$ cat config.mk
export PLATFORM = sky130hd
export DESIGN_NAME = gpio_ports
export DESIGN_NICKNAME = d
export VERILOG_FILES = /design/src/logic/gpio_pkg.sv /design/src/logic/gpio_cfg_reg.sv /design/src/logic/gpio_port_slice.sv /design/src/logic/gpio_ports.sv
export VERILOG_INCLUDE_DIRS = /design/src /design/src/logic
export SDC_FILE = /design/constraint.sdc
export NUM_CORES = 1
export LEC_CHECK = 0
export BUFFER_PORTS_ARGS = -buffer_cell sky130_fd_sc_hd__buf_2
export CAP_MARGIN = 5
export CORE_ASPECT_RATIO = 0.75
export CORE_MARGIN = 2
export CORE_UTILIZATION = 30
export DETAILED_ROUTE_END_ITERATION = 12
export PLACE_DENSITY = 0.56
export SETUP_SLACK_MARGIN = 0.5
export SLEW_MARGIN = 10
export SYNTH_ARGS = -nofsm -noshare
export SYNTH_HDL_FRONTEND = slang
export SYNTH_SLANG_ARGS = --single-unit
$ cat constraint.sdc
create_clock -name mclk -period 2.44 [get_ports mclk]
set_input_delay 0.366 -clock mclk [delete_from_list [all_inputs] [get_ports mclk]]
set_output_delay 0.366 -clock mclk [all_outputs]
set_load 0.1 [all_outputs]
$ cat src/logic/gpio_consts.svh
// constants for the general purpose port block: addresses, masks, fields, codes
`ifndef GPIO_CONSTS_SVH
`define GPIO_CONSTS_SVH

// register byte addresses
`define GPIO_ADDR_PORTONE_DATA 16'h00e1
`define GPIO_ADDR_PORTONE_DIR 16'h00e3
`define GPIO_ADDR_PORTTHREE_DATA 16'h00e5
`define GPIO_ADDR_PORTTHREE_DIR 16'h00e7
`define GPIO_ADDR_PORTFOUR_DATA 16'h00e8
`define GPIO_ADDR_PORTFOUR_DIR 16'h00ea
`define GPIO_ADDR_PULLUP_LOW 16'h00f0
`define GPIO_ADDR_PULLUP_HIGH 16'h00f1
`define GPIO_ADDR_FIRST_DRIVE 16'h00f2
`define GPIO_ADDR_DRIVE_LOW 16'h00f3
`define GPIO_ADDR_DRIVE_HIGH 16'h00f4
`define GPIO_ADDR_THRESH_LOW 16'h00f5
`define GPIO_ADDR_THRESH_HIGH 16'h00f6

// implemented pin masks per port, plus the crystal and converter pins of the fourth port
`define GPIO_PORTONE_IMPL 8'hff
`define GPIO_PORTTHREE_IMPL 8'hb8
`define GPIO_PORTFOUR_IMPL 8'he0
`define GPIO_PORTFOUR_OSC_MASK 8'hc0
`define GPIO_PORTFOUR_CONV_MASK 8'h04

// pin groups used by pull-up and drive selection
`define GPIO_GRP_ONE_LOW 8'h0f
`define GPIO_GRP_ONE_HIGH 8'hf0
`define GPIO_GRP_THREE_SINGLE 8'h08
`define GPIO_GRP_THREE_TRIPLE 8'hb0
`define GPIO_GRP_FOUR_TRIPLE 8'he0

// reset values and whole-byte constants
`define GPIO_DIR_RST 8'h00
`define GPIO_CFG_RST 8'h00
`define GPIO_BYTE_ZERO 8'h00
`define GPIO_BYTE_ONES 8'hff

// writable bits of the configuration registers
`define GPIO_PULLUP_LOW_MASK 8'h0f
`define GPIO_PULLUP_HIGH_MASK 8'h01
`define GPIO_DRIVE_LOW_MASK 8'h03
`define GPIO_DRIVE_HIGH_MASK 8'h01
`define GPIO_THRESH_LOW_MASK 8'h0f
`define GPIO_THRESH_HIGH_MASK 8'h03

// field positions
`define GPIO_PU_ONE_LOW 0
`define GPIO_PU_ONE_HIGH 1
`define GPIO_PU_THREE_SINGLE 2
`define GPIO_PU_THREE_TRIPLE 3
`define GPIO_PU_FOUR_TRIPLE 0
`define GPIO_DRV_THREE_SINGLE 0
`define GPIO_DRV_THREE_TRIPLE 1
`define GPIO_DRV_FOUR_TRIPLE 0
`define GPIO_THR_ONE_LSB 0
`define GPIO_THR_THREE_LSB 2
`define GPIO_THR_FOUR_LSB 0

// input threshold codes
`define GPIO_THR_035 2'h0
`define GPIO_THR_050 2'h1
`define GPIO_THR_070 2'h2

`endif

$ cat src/logic/gpio_pkg.sv
// types shared by the general purpose port block
package gpio_pkg;
  typedef logic [7:0] gpio_byte_t;
  typedef logic [1:0] gpio_thr_t;
endpackage : gpio_pkg

$ cat src/logic/gpio_cfg_reg.sv
// one masked configuration register with synchronous reset
`include "gpio_consts.svh"
module gpio_cfg_reg #(
  parameter gpio_pkg::gpio_byte_t MASK = `GPIO_BYTE_ONES,
  parameter gpio_pkg::gpio_byte_t RST = `GPIO_CFG_RST
) (
  input wire logic mclk,
  input wire logic sys_rst,
  input wire logic wrEn,
  input wire gpio_pkg::gpio_byte_t wrData,
  output gpio_pkg::gpio_byte_t value
);
  gpio_pkg::gpio_byte_t reg_q;

  // unwritable bits stay zero so reads of them return zero
  always_ff @(posedge mclk) begin
    if (sys_rst) begin
      reg_q <= RST & MASK;
    end else if (wrEn) begin
      reg_q <= wrData & MASK;
    end
  end

  assign value = reg_q;
endmodule : gpio_cfg_reg

$ cat src/logic/gpio_port_slice.sv
// one eight-pin port: direction register, output latch and pin read path
`include "gpio_consts.svh"
module gpio_port_slice #(
  parameter gpio_pkg::gpio_byte_t IMPL = `GPIO_BYTE_ONES
) (
  input wire logic mclk,
  input wire logic sys_rst,
  input wire logic dirWe,
  input wire logic dataWe,
  input wire gpio_pkg::gpio_byte_t wrData,
  input wire gpio_pkg::gpio_byte_t avail,
  input wire gpio_pkg::gpio_byte_t pinIn,
  input wire gpio_pkg::gpio_byte_t periphOe,
  input wire gpio_pkg::gpio_byte_t periphOut,
  output gpio_pkg::gpio_byte_t dirValue,
  output gpio_pkg::gpio_byte_t readData,
  output gpio_pkg::gpio_byte_t pinOut,
  output gpio_pkg::gpio_byte_t pinOe
);
  gpio_pkg::gpio_byte_t dir_q;
  gpio_pkg::gpio_byte_t latch_q;
  gpio_pkg::gpio_byte_t useMask;

  // direction starts as input everywhere; missing pins keep zero
  always_ff @(posedge mclk) begin
    if (sys_rst) begin
      dir_q <= `GPIO_DIR_RST;
    end else if (dirWe) begin
      dir_q <= wrData & IMPL;
    end
  end

  // latch has no reset: its content is undefined until written
  always_ff @(posedge mclk) begin
    if (dataWe) begin
      latch_q <= wrData & IMPL;
    end
  end

  assign useMask = IMPL & avail;
  assign dirValue = dir_q;
  // peripheral output wins over the direction bit
  assign pinOe = (dir_q | periphOe) & useMask;
  // undriven pins show zero so no unknown leaves the block on a released pin
  assign pinOut = pinOe & ((periphOe & periphOut) | (~periphOe & latch_q));
  // output mode reads the latch, input mode reads the pin
  assign readData = ((dir_q & latch_q) | (~dir_q & pinIn)) & useMask;
endmodule : gpio_port_slice

$ cat src/logic/gpio_ports.sv
// general purpose port block top: register port, three ports, pin options
`include "gpio_consts.svh"
module gpio_ports #(
  parameter int ADDR_W = 16
) (
  input wire logic mclk,
  input wire logic sys_rst,
  input wire logic [ADDR_W-1:0] busAddr,
  input wire gpio_pkg::gpio_byte_t busWrData,
  input wire logic busWrStb,
  input wire logic busRdStb,
  output gpio_pkg::gpio_byte_t busRdData,
  input wire gpio_pkg::gpio_byte_t portOnePinIn,
  output gpio_pkg::gpio_byte_t portOnePinOut,
  output gpio_pkg::gpio_byte_t portOnePinOe,
  input wire gpio_pkg::gpio_byte_t portThreePinIn,
  output gpio_pkg::gpio_byte_t portThreePinOut,
  output gpio_pkg::gpio_byte_t portThreePinOe,
  input wire gpio_pkg::gpio_byte_t portFourPinIn,
  output gpio_pkg::gpio_byte_t portFourPinOut,
  output gpio_pkg::gpio_byte_t portFourPinOe,
  input wire gpio_pkg::gpio_byte_t portOnePeriphOe,
  input wire gpio_pkg::gpio_byte_t portOnePeriphOut,
  input wire gpio_pkg::gpio_byte_t portThreePeriphOe,
  input wire gpio_pkg::gpio_byte_t portThreePeriphOut,
  input wire gpio_pkg::gpio_byte_t portFourPeriphOe,
  input wire gpio_pkg::gpio_byte_t portFourPeriphOut,
  input wire logic mainOscInUse,
  input wire logic subOscInUse,
  input wire logic converterInUse,
  output gpio_pkg::gpio_byte_t portOnePullUp,
  output gpio_pkg::gpio_byte_t portThreePullUp,
  output gpio_pkg::gpio_byte_t portFourPullUp,
  output gpio_pkg::gpio_byte_t portOneDriveHigh,
  output gpio_pkg::gpio_byte_t portThreeDriveHigh,
  output gpio_pkg::gpio_byte_t portFourDriveHigh,
  output gpio_pkg::gpio_thr_t portOneThresh,
  output gpio_pkg::gpio_thr_t portThreeThresh,
  output gpio_pkg::gpio_thr_t portFourThresh
);

  // address constants sized to the bus
  localparam logic [ADDR_W-1:0] A_ONE_DATA = ADDR_W'(`GPIO_ADDR_PORTONE_DATA);
  localparam logic [ADDR_W-1:0] A_ONE_DIR = ADDR_W'(`GPIO_ADDR_PORTONE_DIR);
  localparam logic [ADDR_W-1:0] A_THREE_DATA = ADDR_W'(`GPIO_ADDR_PORTTHREE_DATA);
  localparam logic [ADDR_W-1:0] A_THREE_DIR = ADDR_W'(`GPIO_ADDR_PORTTHREE_DIR);
  localparam logic [ADDR_W-1:0] A_FOUR_DATA = ADDR_W'(`GPIO_ADDR_PORTFOUR_DATA);
  localparam logic [ADDR_W-1:0] A_FOUR_DIR = ADDR_W'(`GPIO_ADDR_PORTFOUR_DIR);
  localparam logic [ADDR_W-1:0] A_PU_LOW = ADDR_W'(`GPIO_ADDR_PULLUP_LOW);
  localparam logic [ADDR_W-1:0] A_PU_HIGH = ADDR_W'(`GPIO_ADDR_PULLUP_HIGH);
  localparam logic [ADDR_W-1:0] A_DRV_FIRST = ADDR_W'(`GPIO_ADDR_FIRST_DRIVE);
  localparam logic [ADDR_W-1:0] A_DRV_LOW = ADDR_W'(`GPIO_ADDR_DRIVE_LOW);
  localparam logic [ADDR_W-1:0] A_DRV_HIGH = ADDR_W'(`GPIO_ADDR_DRIVE_HIGH);
  localparam logic [ADDR_W-1:0] A_THR_LOW = ADDR_W'(`GPIO_ADDR_THRESH_LOW);
  localparam logic [ADDR_W-1:0] A_THR_HIGH = ADDR_W'(`GPIO_ADDR_THRESH_HIGH);

  // address decode
  wire logic selOneData = (busAddr == A_ONE_DATA);
  wire logic selOneDir = (busAddr == A_ONE_DIR);
  wire logic selThreeData = (busAddr == A_THREE_DATA);
  wire logic selThreeDir = (busAddr == A_THREE_DIR);
  wire logic selFourData = (busAddr == A_FOUR_DATA);
  wire logic selFourDir = (busAddr == A_FOUR_DIR);
  wire logic selPuLow = (busAddr == A_PU_LOW);
  wire logic selPuHigh = (busAddr == A_PU_HIGH);
  wire logic selDrvFirst = (busAddr == A_DRV_FIRST);
  wire logic selDrvLow = (busAddr == A_DRV_LOW);
  wire logic selDrvHigh = (busAddr == A_DRV_HIGH);
  wire logic selThrLow = (busAddr == A_THR_LOW);
  wire logic selThrHigh = (busAddr == A_THR_HIGH);

  // write enables, one per register
  wire logic weOneData = busWrStb & selOneData;
  wire logic weOneDir = busWrStb & selOneDir;
  wire logic weThreeData = busWrStb & selThreeData;
  wire logic weThreeDir = busWrStb & selThreeDir;
  wire logic weFourData = busWrStb & selFourData;
  wire logic weFourDir = busWrStb & selFourDir;
  wire logic wePuLow = busWrStb & selPuLow;
  wire logic wePuHigh = busWrStb & selPuHigh;
  wire logic weDrvFirst = busWrStb & selDrvFirst;
  wire logic weDrvLow = busWrStb & selDrvLow;
  wire logic weDrvHigh = busWrStb & selDrvHigh;
  wire logic weThrLow = busWrStb & selThrLow;
  wire logic weThrHigh = busWrStb & selThrHigh;

  // pin availability: the crystal pins leave the port while either oscillator runs
  wire logic oscBusy = mainOscInUse | subOscInUse;
  wire gpio_pkg::gpio_byte_t fourAvail = oscBusy ?
    ~`GPIO_PORTFOUR_OSC_MASK : `GPIO_BYTE_ONES;
  // the converter pin has no driver and reads only while the converter is idle
  wire gpio_pkg::gpio_byte_t convRead = converterInUse ? `GPIO_BYTE_ZERO :
    (portFourPinIn & `GPIO_PORTFOUR_CONV_MASK);

  gpio_pkg::gpio_byte_t oneDir;
  gpio_pkg::gpio_byte_t oneRead;
  gpio_pkg::gpio_byte_t threeDir;
  gpio_pkg::gpio_byte_t threeRead;
  gpio_pkg::gpio_byte_t fourDir;
  gpio_pkg::gpio_byte_t fourRead;
  gpio_pkg::gpio_byte_t puLow;
  gpio_pkg::gpio_byte_t puHigh;
  gpio_pkg::gpio_byte_t drvFirst;
  gpio_pkg::gpio_byte_t drvLow;
  gpio_pkg::gpio_byte_t drvHigh;
  gpio_pkg::gpio_byte_t thrLow;
  gpio_pkg::gpio_byte_t thrHigh;

  // first port: all eight pins implemented
  gpio_port_slice #(
    .IMPL(`GPIO_PORTONE_IMPL)
  ) uPortOne (
    .mclk(mclk),
    .sys_rst(sys_rst),
    .dirWe(weOneDir),
    .dataWe(weOneData),
    .wrData(busWrData),
    .avail(`GPIO_BYTE_ONES),
    .pinIn(portOnePinIn),
    .periphOe(portOnePeriphOe),
    .periphOut(portOnePeriphOut),
    .dirValue(oneDir),
    .readData(oneRead),
    .pinOut(portOnePinOut),
    .pinOe(portOnePinOe)
  );

  // third port: reserved positions masked inside the slice
  gpio_port_slice #(
    .IMPL(`GPIO_PORTTHREE_IMPL)
  ) uPortThree (
    .mclk(mclk),
    .sys_rst(sys_rst),
    .dirWe(weThreeDir),
    .dataWe(weThreeData),
    .wrData(busWrData),
    .avail(`GPIO_BYTE_ONES),
    .pinIn(portThreePinIn),
    .periphOe(portThreePeriphOe),
    .periphOut(portThreePeriphOut),
    .dirValue(threeDir),
    .readData(threeRead),
    .pinOut(portThreePinOut),
    .pinOe(portThreePinOe)
  );

  // fourth port: only the top three pins have a latch and a driver
  gpio_port_slice #(
    .IMPL(`GPIO_PORTFOUR_IMPL)
  ) uPortFour (
    .mclk(mclk),
    .sys_rst(sys_rst),
    .dirWe(weFourDir),
    .dataWe(weFourData),
    .wrData(busWrData),
    .avail(fourAvail),
    .pinIn(portFourPinIn),
    .periphOe(portFourPeriphOe),
    .periphOut(portFourPeriphOut),
    .dirValue(fourDir),
    .readData(fourRead),
    .pinOut(portFourPinOut),
    .pinOe(portFourPinOe)
  );

  // pull-up selection registers
  gpio_cfg_reg #(
    .MASK(`GPIO_PULLUP_LOW_MASK),
    .RST(`GPIO_CFG_RST)
  ) uPuLow (
    .mclk(mclk),
    .sys_rst(sys_rst),
    .wrEn(wePuLow),
    .wrData(busWrData),
    .value(puLow)
  );

  gpio_cfg_reg #(
    .MASK(`GPIO_PULLUP_HIGH_MASK),
    .RST(`GPIO_CFG_RST)
  ) uPuHigh (
    .mclk(mclk),
    .sys_rst(sys_rst),
    .wrEn(wePuHigh),
    .wrData(busWrData),
    .value(puHigh)
  );

  // drive strength registers
  gpio_cfg_reg #(
    .MASK(`GPIO_BYTE_ONES),
    .RST(`GPIO_CFG_RST)
  ) uDrvFirst (
    .mclk(mclk),
    .sys_rst(sys_rst),
    .wrEn(weDrvFirst),
    .wrData(busWrData),
    .value(drvFirst)
  );

  gpio_cfg_reg #(
    .MASK(`GPIO_DRIVE_LOW_MASK),
    .RST(`GPIO_CFG_RST)
  ) uDrvLow (
    .mclk(mclk),
    .sys_rst(sys_rst),
    .wrEn(weDrvLow),
    .wrData(busWrData),
    .value(drvLow)
  );

  gpio_cfg_reg #(
    .MASK(`GPIO_DRIVE_HIGH_MASK),
    .RST(`GPIO_CFG_RST)
  ) uDrvHigh (
    .mclk(mclk),
    .sys_rst(sys_rst),
    .wrEn(weDrvHigh),
    .wrData(busWrData),
    .value(drvHigh)
  );

  // input threshold registers
  gpio_cfg_reg #(
    .MASK(`GPIO_THRESH_LOW_MASK),
    .RST(`GPIO_CFG_RST)
  ) uThrLow (
    .mclk(mclk),
    .sys_rst(sys_rst),
    .wrEn(weThrLow),
    .wrData(busWrData),
    .value(thrLow)
  );

  gpio_cfg_reg #(
    .MASK(`GPIO_THRESH_HIGH_MASK),
    .RST(`GPIO_CFG_RST)
  ) uThrHigh (
    .mclk(mclk),
    .sys_rst(sys_rst),
    .wrEn(weThrHigh),
    .wrData(busWrData),
    .value(thrHigh)
  );

  // pull-up group enables spread to pins
  wire gpio_pkg::gpio_byte_t puOneGrp =
    ({8{puLow[`GPIO_PU_ONE_LOW]}} & `GPIO_GRP_ONE_LOW) |
    ({8{puLow[`GPIO_PU_ONE_HIGH]}} & `GPIO_GRP_ONE_HIGH);
  wire gpio_pkg::gpio_byte_t puThreeGrp =
    ({8{puLow[`GPIO_PU_THREE_SINGLE]}} & `GPIO_GRP_THREE_SINGLE) |
    ({8{puLow[`GPIO_PU_THREE_TRIPLE]}} & `GPIO_GRP_THREE_TRIPLE);
  wire gpio_pkg::gpio_byte_t puFourGrp =
    {8{puHigh[`GPIO_PU_FOUR_TRIPLE]}} & `GPIO_GRP_FOUR_TRIPLE;

  // a pull-up only hangs on a pin that nobody drives; the converter pin has none
  assign portOnePullUp = puOneGrp & ~portOnePinOe & ~oneDir;
  assign portThreePullUp = puThreeGrp & ~portThreePinOe & ~threeDir;
  assign portFourPullUp = puFourGrp & ~portFourPinOe & ~fourDir & fourAvail;

  // drive strength: per bit on the first port, grouped elsewhere
  assign portOneDriveHigh = drvFirst;
  assign portThreeDriveHigh =
    ({8{drvLow[`GPIO_DRV_THREE_SINGLE]}} & `GPIO_GRP_THREE_SINGLE) |
    ({8{drvLow[`GPIO_DRV_THREE_TRIPLE]}} & `GPIO_GRP_THREE_TRIPLE);
  assign portFourDriveHigh =
    {8{drvHigh[`GPIO_DRV_FOUR_TRIPLE]}} & `GPIO_GRP_FOUR_TRIPLE;

  // threshold fields; the spare code falls back to the middle level
  // so the input buffer never sees an undefined selection
  function automatic gpio_pkg::gpio_thr_t thrSel(input gpio_pkg::gpio_thr_t code);
    if (code == `GPIO_THR_035 || code == `GPIO_THR_070) begin
      return code;
    end
    return `GPIO_THR_050;
  endfunction : thrSel

  assign portOneThresh = thrSel(thrLow[`GPIO_THR_ONE_LSB +: 2]);
  assign portThreeThresh = thrSel(thrLow[`GPIO_THR_THREE_LSB +: 2]);
  assign portFourThresh = thrSel(thrHigh[`GPIO_THR_FOUR_LSB +: 2]);

  // read selection; unmapped addresses answer zero
  gpio_pkg::gpio_byte_t rdSel;
  always_comb begin
    rdSel = `GPIO_BYTE_ZERO;
    unique case (1'b1)
      selOneData: rdSel = oneRead;
      selOneDir: rdSel = oneDir;
      selThreeData: rdSel = threeRead;
      selThreeDir: rdSel = threeDir;
      selFourData: rdSel = fourRead | convRead;
      selFourDir: rdSel = fourDir;
      selPuLow: rdSel = puLow;
      selPuHigh: rdSel = puHigh;
      selDrvFirst: rdSel = drvFirst;
      selDrvLow: rdSel = drvLow;
      selDrvHigh: rdSel = drvHigh;
      selThrLow: rdSel = thrLow;
      selThrHigh: rdSel = thrHigh;
      default: rdSel = `GPIO_BYTE_ZERO;
    endcase
  end

  // read data stands only in the cycle after the strobe, zero otherwise
  gpio_pkg::gpio_byte_t rdData_q;
  gpio_pkg::gpio_byte_t rdData_d;
  assign rdData_d = busRdStb ? rdSel : `GPIO_BYTE_ZERO;

  always_ff @(posedge mclk) begin
    if (sys_rst) begin
      rdData_q <= `GPIO_BYTE_ZERO;
    end else begin
      rdData_q <= rdData_d;
    end
  end

  assign busRdData = rdData_q;
endmodule : gpio_ports

==> impl_metrics.csv <==
group,metric,value,unit
final_layout,final_common_cell,"buf_2",
sta,max_freq,0.531,GHz
grt,track_usage,17.9,%
final_layout,drive_gt1_share,42.6,%
sta,finalSetupTns,0,ns
routing,dr.first_iter.drc_count,234,
final_layout,fillers,1243,
synthesis,synth_warnings,0,
clock_network,cts_max_level,3,
worst_setup_path,cp.arrival,1.52,ns
clock_network,numCtsBuffers,9,
floorplanning,start_util,30.5,%
sta,period_share,77.2,%
synthesis,synthFlopType,"dfxtp_1",
synthesis,synth.distinct_cells,57,
grt,top_usage_layer,"met2",
routing,wl,12.1,mm
routing,dr.pass1.iters,4,
grt,grt_use_met3,6.77,%
place,place_congestion,0.852,
synthesis,ys_top_cells_by_area,"dfxtp_1 24%, edfxtp_1 12%, mux2i_1 12%, buf_4 8.3%, nor2_1 6.4%",
grt,grt_max_degree,38,
sta,setup_slack,0.556,ns
clock_network,clkLatencyLatePin,0.33,ns
clock_network,cts_hold_buf,0,
floorplanning,die_y,100,um
synthesis,netlist.area_leader.share,24.4,%
place,io_buffer_count,150,
place,dpl_worst_slack,0.186,ns
place,dp_hpwl,9.40,mm
worst_setup_path,cp-end-kind,"output pin",
floorplanning,core,12100,um^2
grt,grt_overflow,0,
floorplanning,dieArea,13200,um^2
synthesis,synth_seq_cells,60,
grt,grt_pass1_wl,18.2,mm
clock_network,clk_pin_slew_worst_paths,0.05,ns
clock_network,cts-root-buf,"clkbuf_16",
status,status,"completed",
final_layout,nNetsFinal,678,
grt,use_met1,24.1,%
sta,setup_viol,0,
synthesis,syn-cell-area,3700,um^2
sta,worst_slew_pin_slew,0.588,ns
final_layout,area_growth,35.1,%
grt,antenna_found_initial,0,
pwr,power.leakage,2.13,nW
sta,maxSlewViolCount,0,
synthesis,synth_seq_area_share,36.6,%
clock_network,cts_tree,"yes",
run,max-cap-violations,0,
routing,antenna_left,0,
routing,dr_total_vias,3609,
hold_path,min_path_type,"in2reg",
floorplanning,num_io_pins,213,
sta,rsz0062_at_grt,"false",
pwr,ir_drop,0.371,mV
clock_network,cts_max_path_buffers,2,
sta,post-route-min-period,1.88,ns
sta,relSlewSlack,60.5,%
synthesis,avgSynthCellArea,8.82,um^2
synthesis,synth_edf_count,15,
synthesis,ys_async_sr_fraction,0,%
final_layout,antennaDiodeCount,0,
final_layout,final_core_util,41.2,%
floorplanning,num_rows,35,
worst_setup_path,required,2.07,ns
floorplanning,die_x,132,um
pwr,power,2.81,mW
routing,post_drt_wl_per_cell,16.2,um
routing,viasPerCell,4.84,
grt,use_met2,27.5,%
final_layout,final_area,4990,um^2
grt,grt_pass1_vias,3379,
synthesis,synth_top_area_cell,"dfxtp_1",
worst_setup_path,path_max_fanout,5,
clock_network,cts_sinks,60,
place,placedInstanceArea,4690,um^2
pwr,power_density,563,nW/um^2
worst_setup_path,path_class,"reg2out",
routing,drc,0,
sta,finClkSkew,0.00453,ns
final_layout,final_cell_mix,"140 x buf_2, 50 x nor2_1, 45 x mux2i_1, 45 x dfxtp_1, 36 x conb_1",
worst_setup_path,cp-start-kind,"register",
sta,hold_viol,0,
synthesis,syn_inst,419,
[flip-flops by register name, indices dropped and copies added (netlist names)]
signal               count
uThrLow.value            4
uPortFour.dirValue       3
uPortThree.dirValue      4
uPuLow.value             4
uDrvHigh.value           1
uDrvLow.value            2
uPuHigh.value            1
uThrHigh.value           2
uDrvFirst.value          8
uPortFour.latch_q        3
busRdData                8
uPortOne.dirValue        8
uPortThree.latch_q       4
uPortOne.latch_q         8
[critical path: stages, from the launching register on]
cell     delay [ns]
dfxtp_1        0.35
or2_2          0.34
nor2_4         0.08
buf_2          0.42
[where the power goes]
group | leakage, nW | internal, mW | switching (mW)
Clock | 0.131 | 0.679 | 0.457
Combinational | 1.51 | 0.103 | 0.555
Sequential | 0.497 | 1.02 | 0.00000719
[logic make-up (layout without fill, tap and decap cells)]
group           Yosys count  count (layout)  synth area share [%]
flops                    60              60                  36.6
other cells               1              36                 0.101
buf+inv                  71             197                  13.0
simple gates            185             185                  27.8
mux                      46              46                  12.8
compound gates           56              56                  9.78
[metal layers]
layer  routed length (um)  vias to the layer above
li1                     -                     1716
met1                 5610                     1697
met5                    0                        -
met3                 1040                       16
met4                  157                        0
met2                 5240                      180
[path summary, 6_finish.rpt]
path | from | endpoint | slack (ns) | cells after the start
hold / removal | busWrData[4] | uPortOne.latch_q[4] | 0.27 | 1
setup reg to reg | uPuHigh.value[0] | busRdData[0] | 1.12 | 4
setup / recovery | uPortThree.dirValue[4] | portThreePullUp[4] | 0.56 | 3
hold reg to reg | uDrvFirst.value[7] | uDrvFirst.value[7] | 0.52 | 2
[what timing repair did]
action / CTS / global route
gates resized for setup: 0 / 11
setup endpoints to repair: 0 / 21
buffers inserted: 0 / 1
[cell usage after synthesis (3+ instances only)]
cell type	number
nor2_1	63
dfxtp_1	45
mux2i_1	45
buf_4	41
nand2_1	33
o21ai_0	19
edfxtp_1	15
or2_2	14
clkbuf_1	10
inv_1	9
nor2b_1	9
nor3_1	9
a21oi_1	8
nand4_1	7
a31oi_1	6
nand2b_1	6
and3_1	5
a32oi_1	4
nand3_1	4
nand3b_1	4
nor3b_1	4
nor4_4	4
nor4b_1	4
a211oi_1	3
buf_2	3
nand4b_1	3
nor4_1	3
or4_1	3
[metrics by stage]
| step | cells | hold slack (ns) |
|---|---|---|
| after CTS | 745 | 0.259 |
| after detailed placement | 729 | 0.510 |
| final | 746 | 0.271 |
| after global routing | 746 | 0.264 |
| after floorplan | 454 | 0.465 |
| after global placement | 729 | 0.496 |
[layout make-up]
| type | count | area (um^2) | area share, % |
|---|---|---|---|
| Clock buffer | 9 | 225 | 4.51 |
| Inverter | 9 | 33.8 | 0.677 |
| Sequential cell | 60 | 1350 | 27.1 |
| Multi-Input combinational cell | 323 | 2190 | 43.9 |
| Clock inverter | 7 | 43.8 | 0.877 |
| Timing Repair Buffer | 172 | 941 | 18.8 |
| Tap cell | 166 | 208 | 4.16 |
Note: power is estimated with default switching activity, not from simulation.
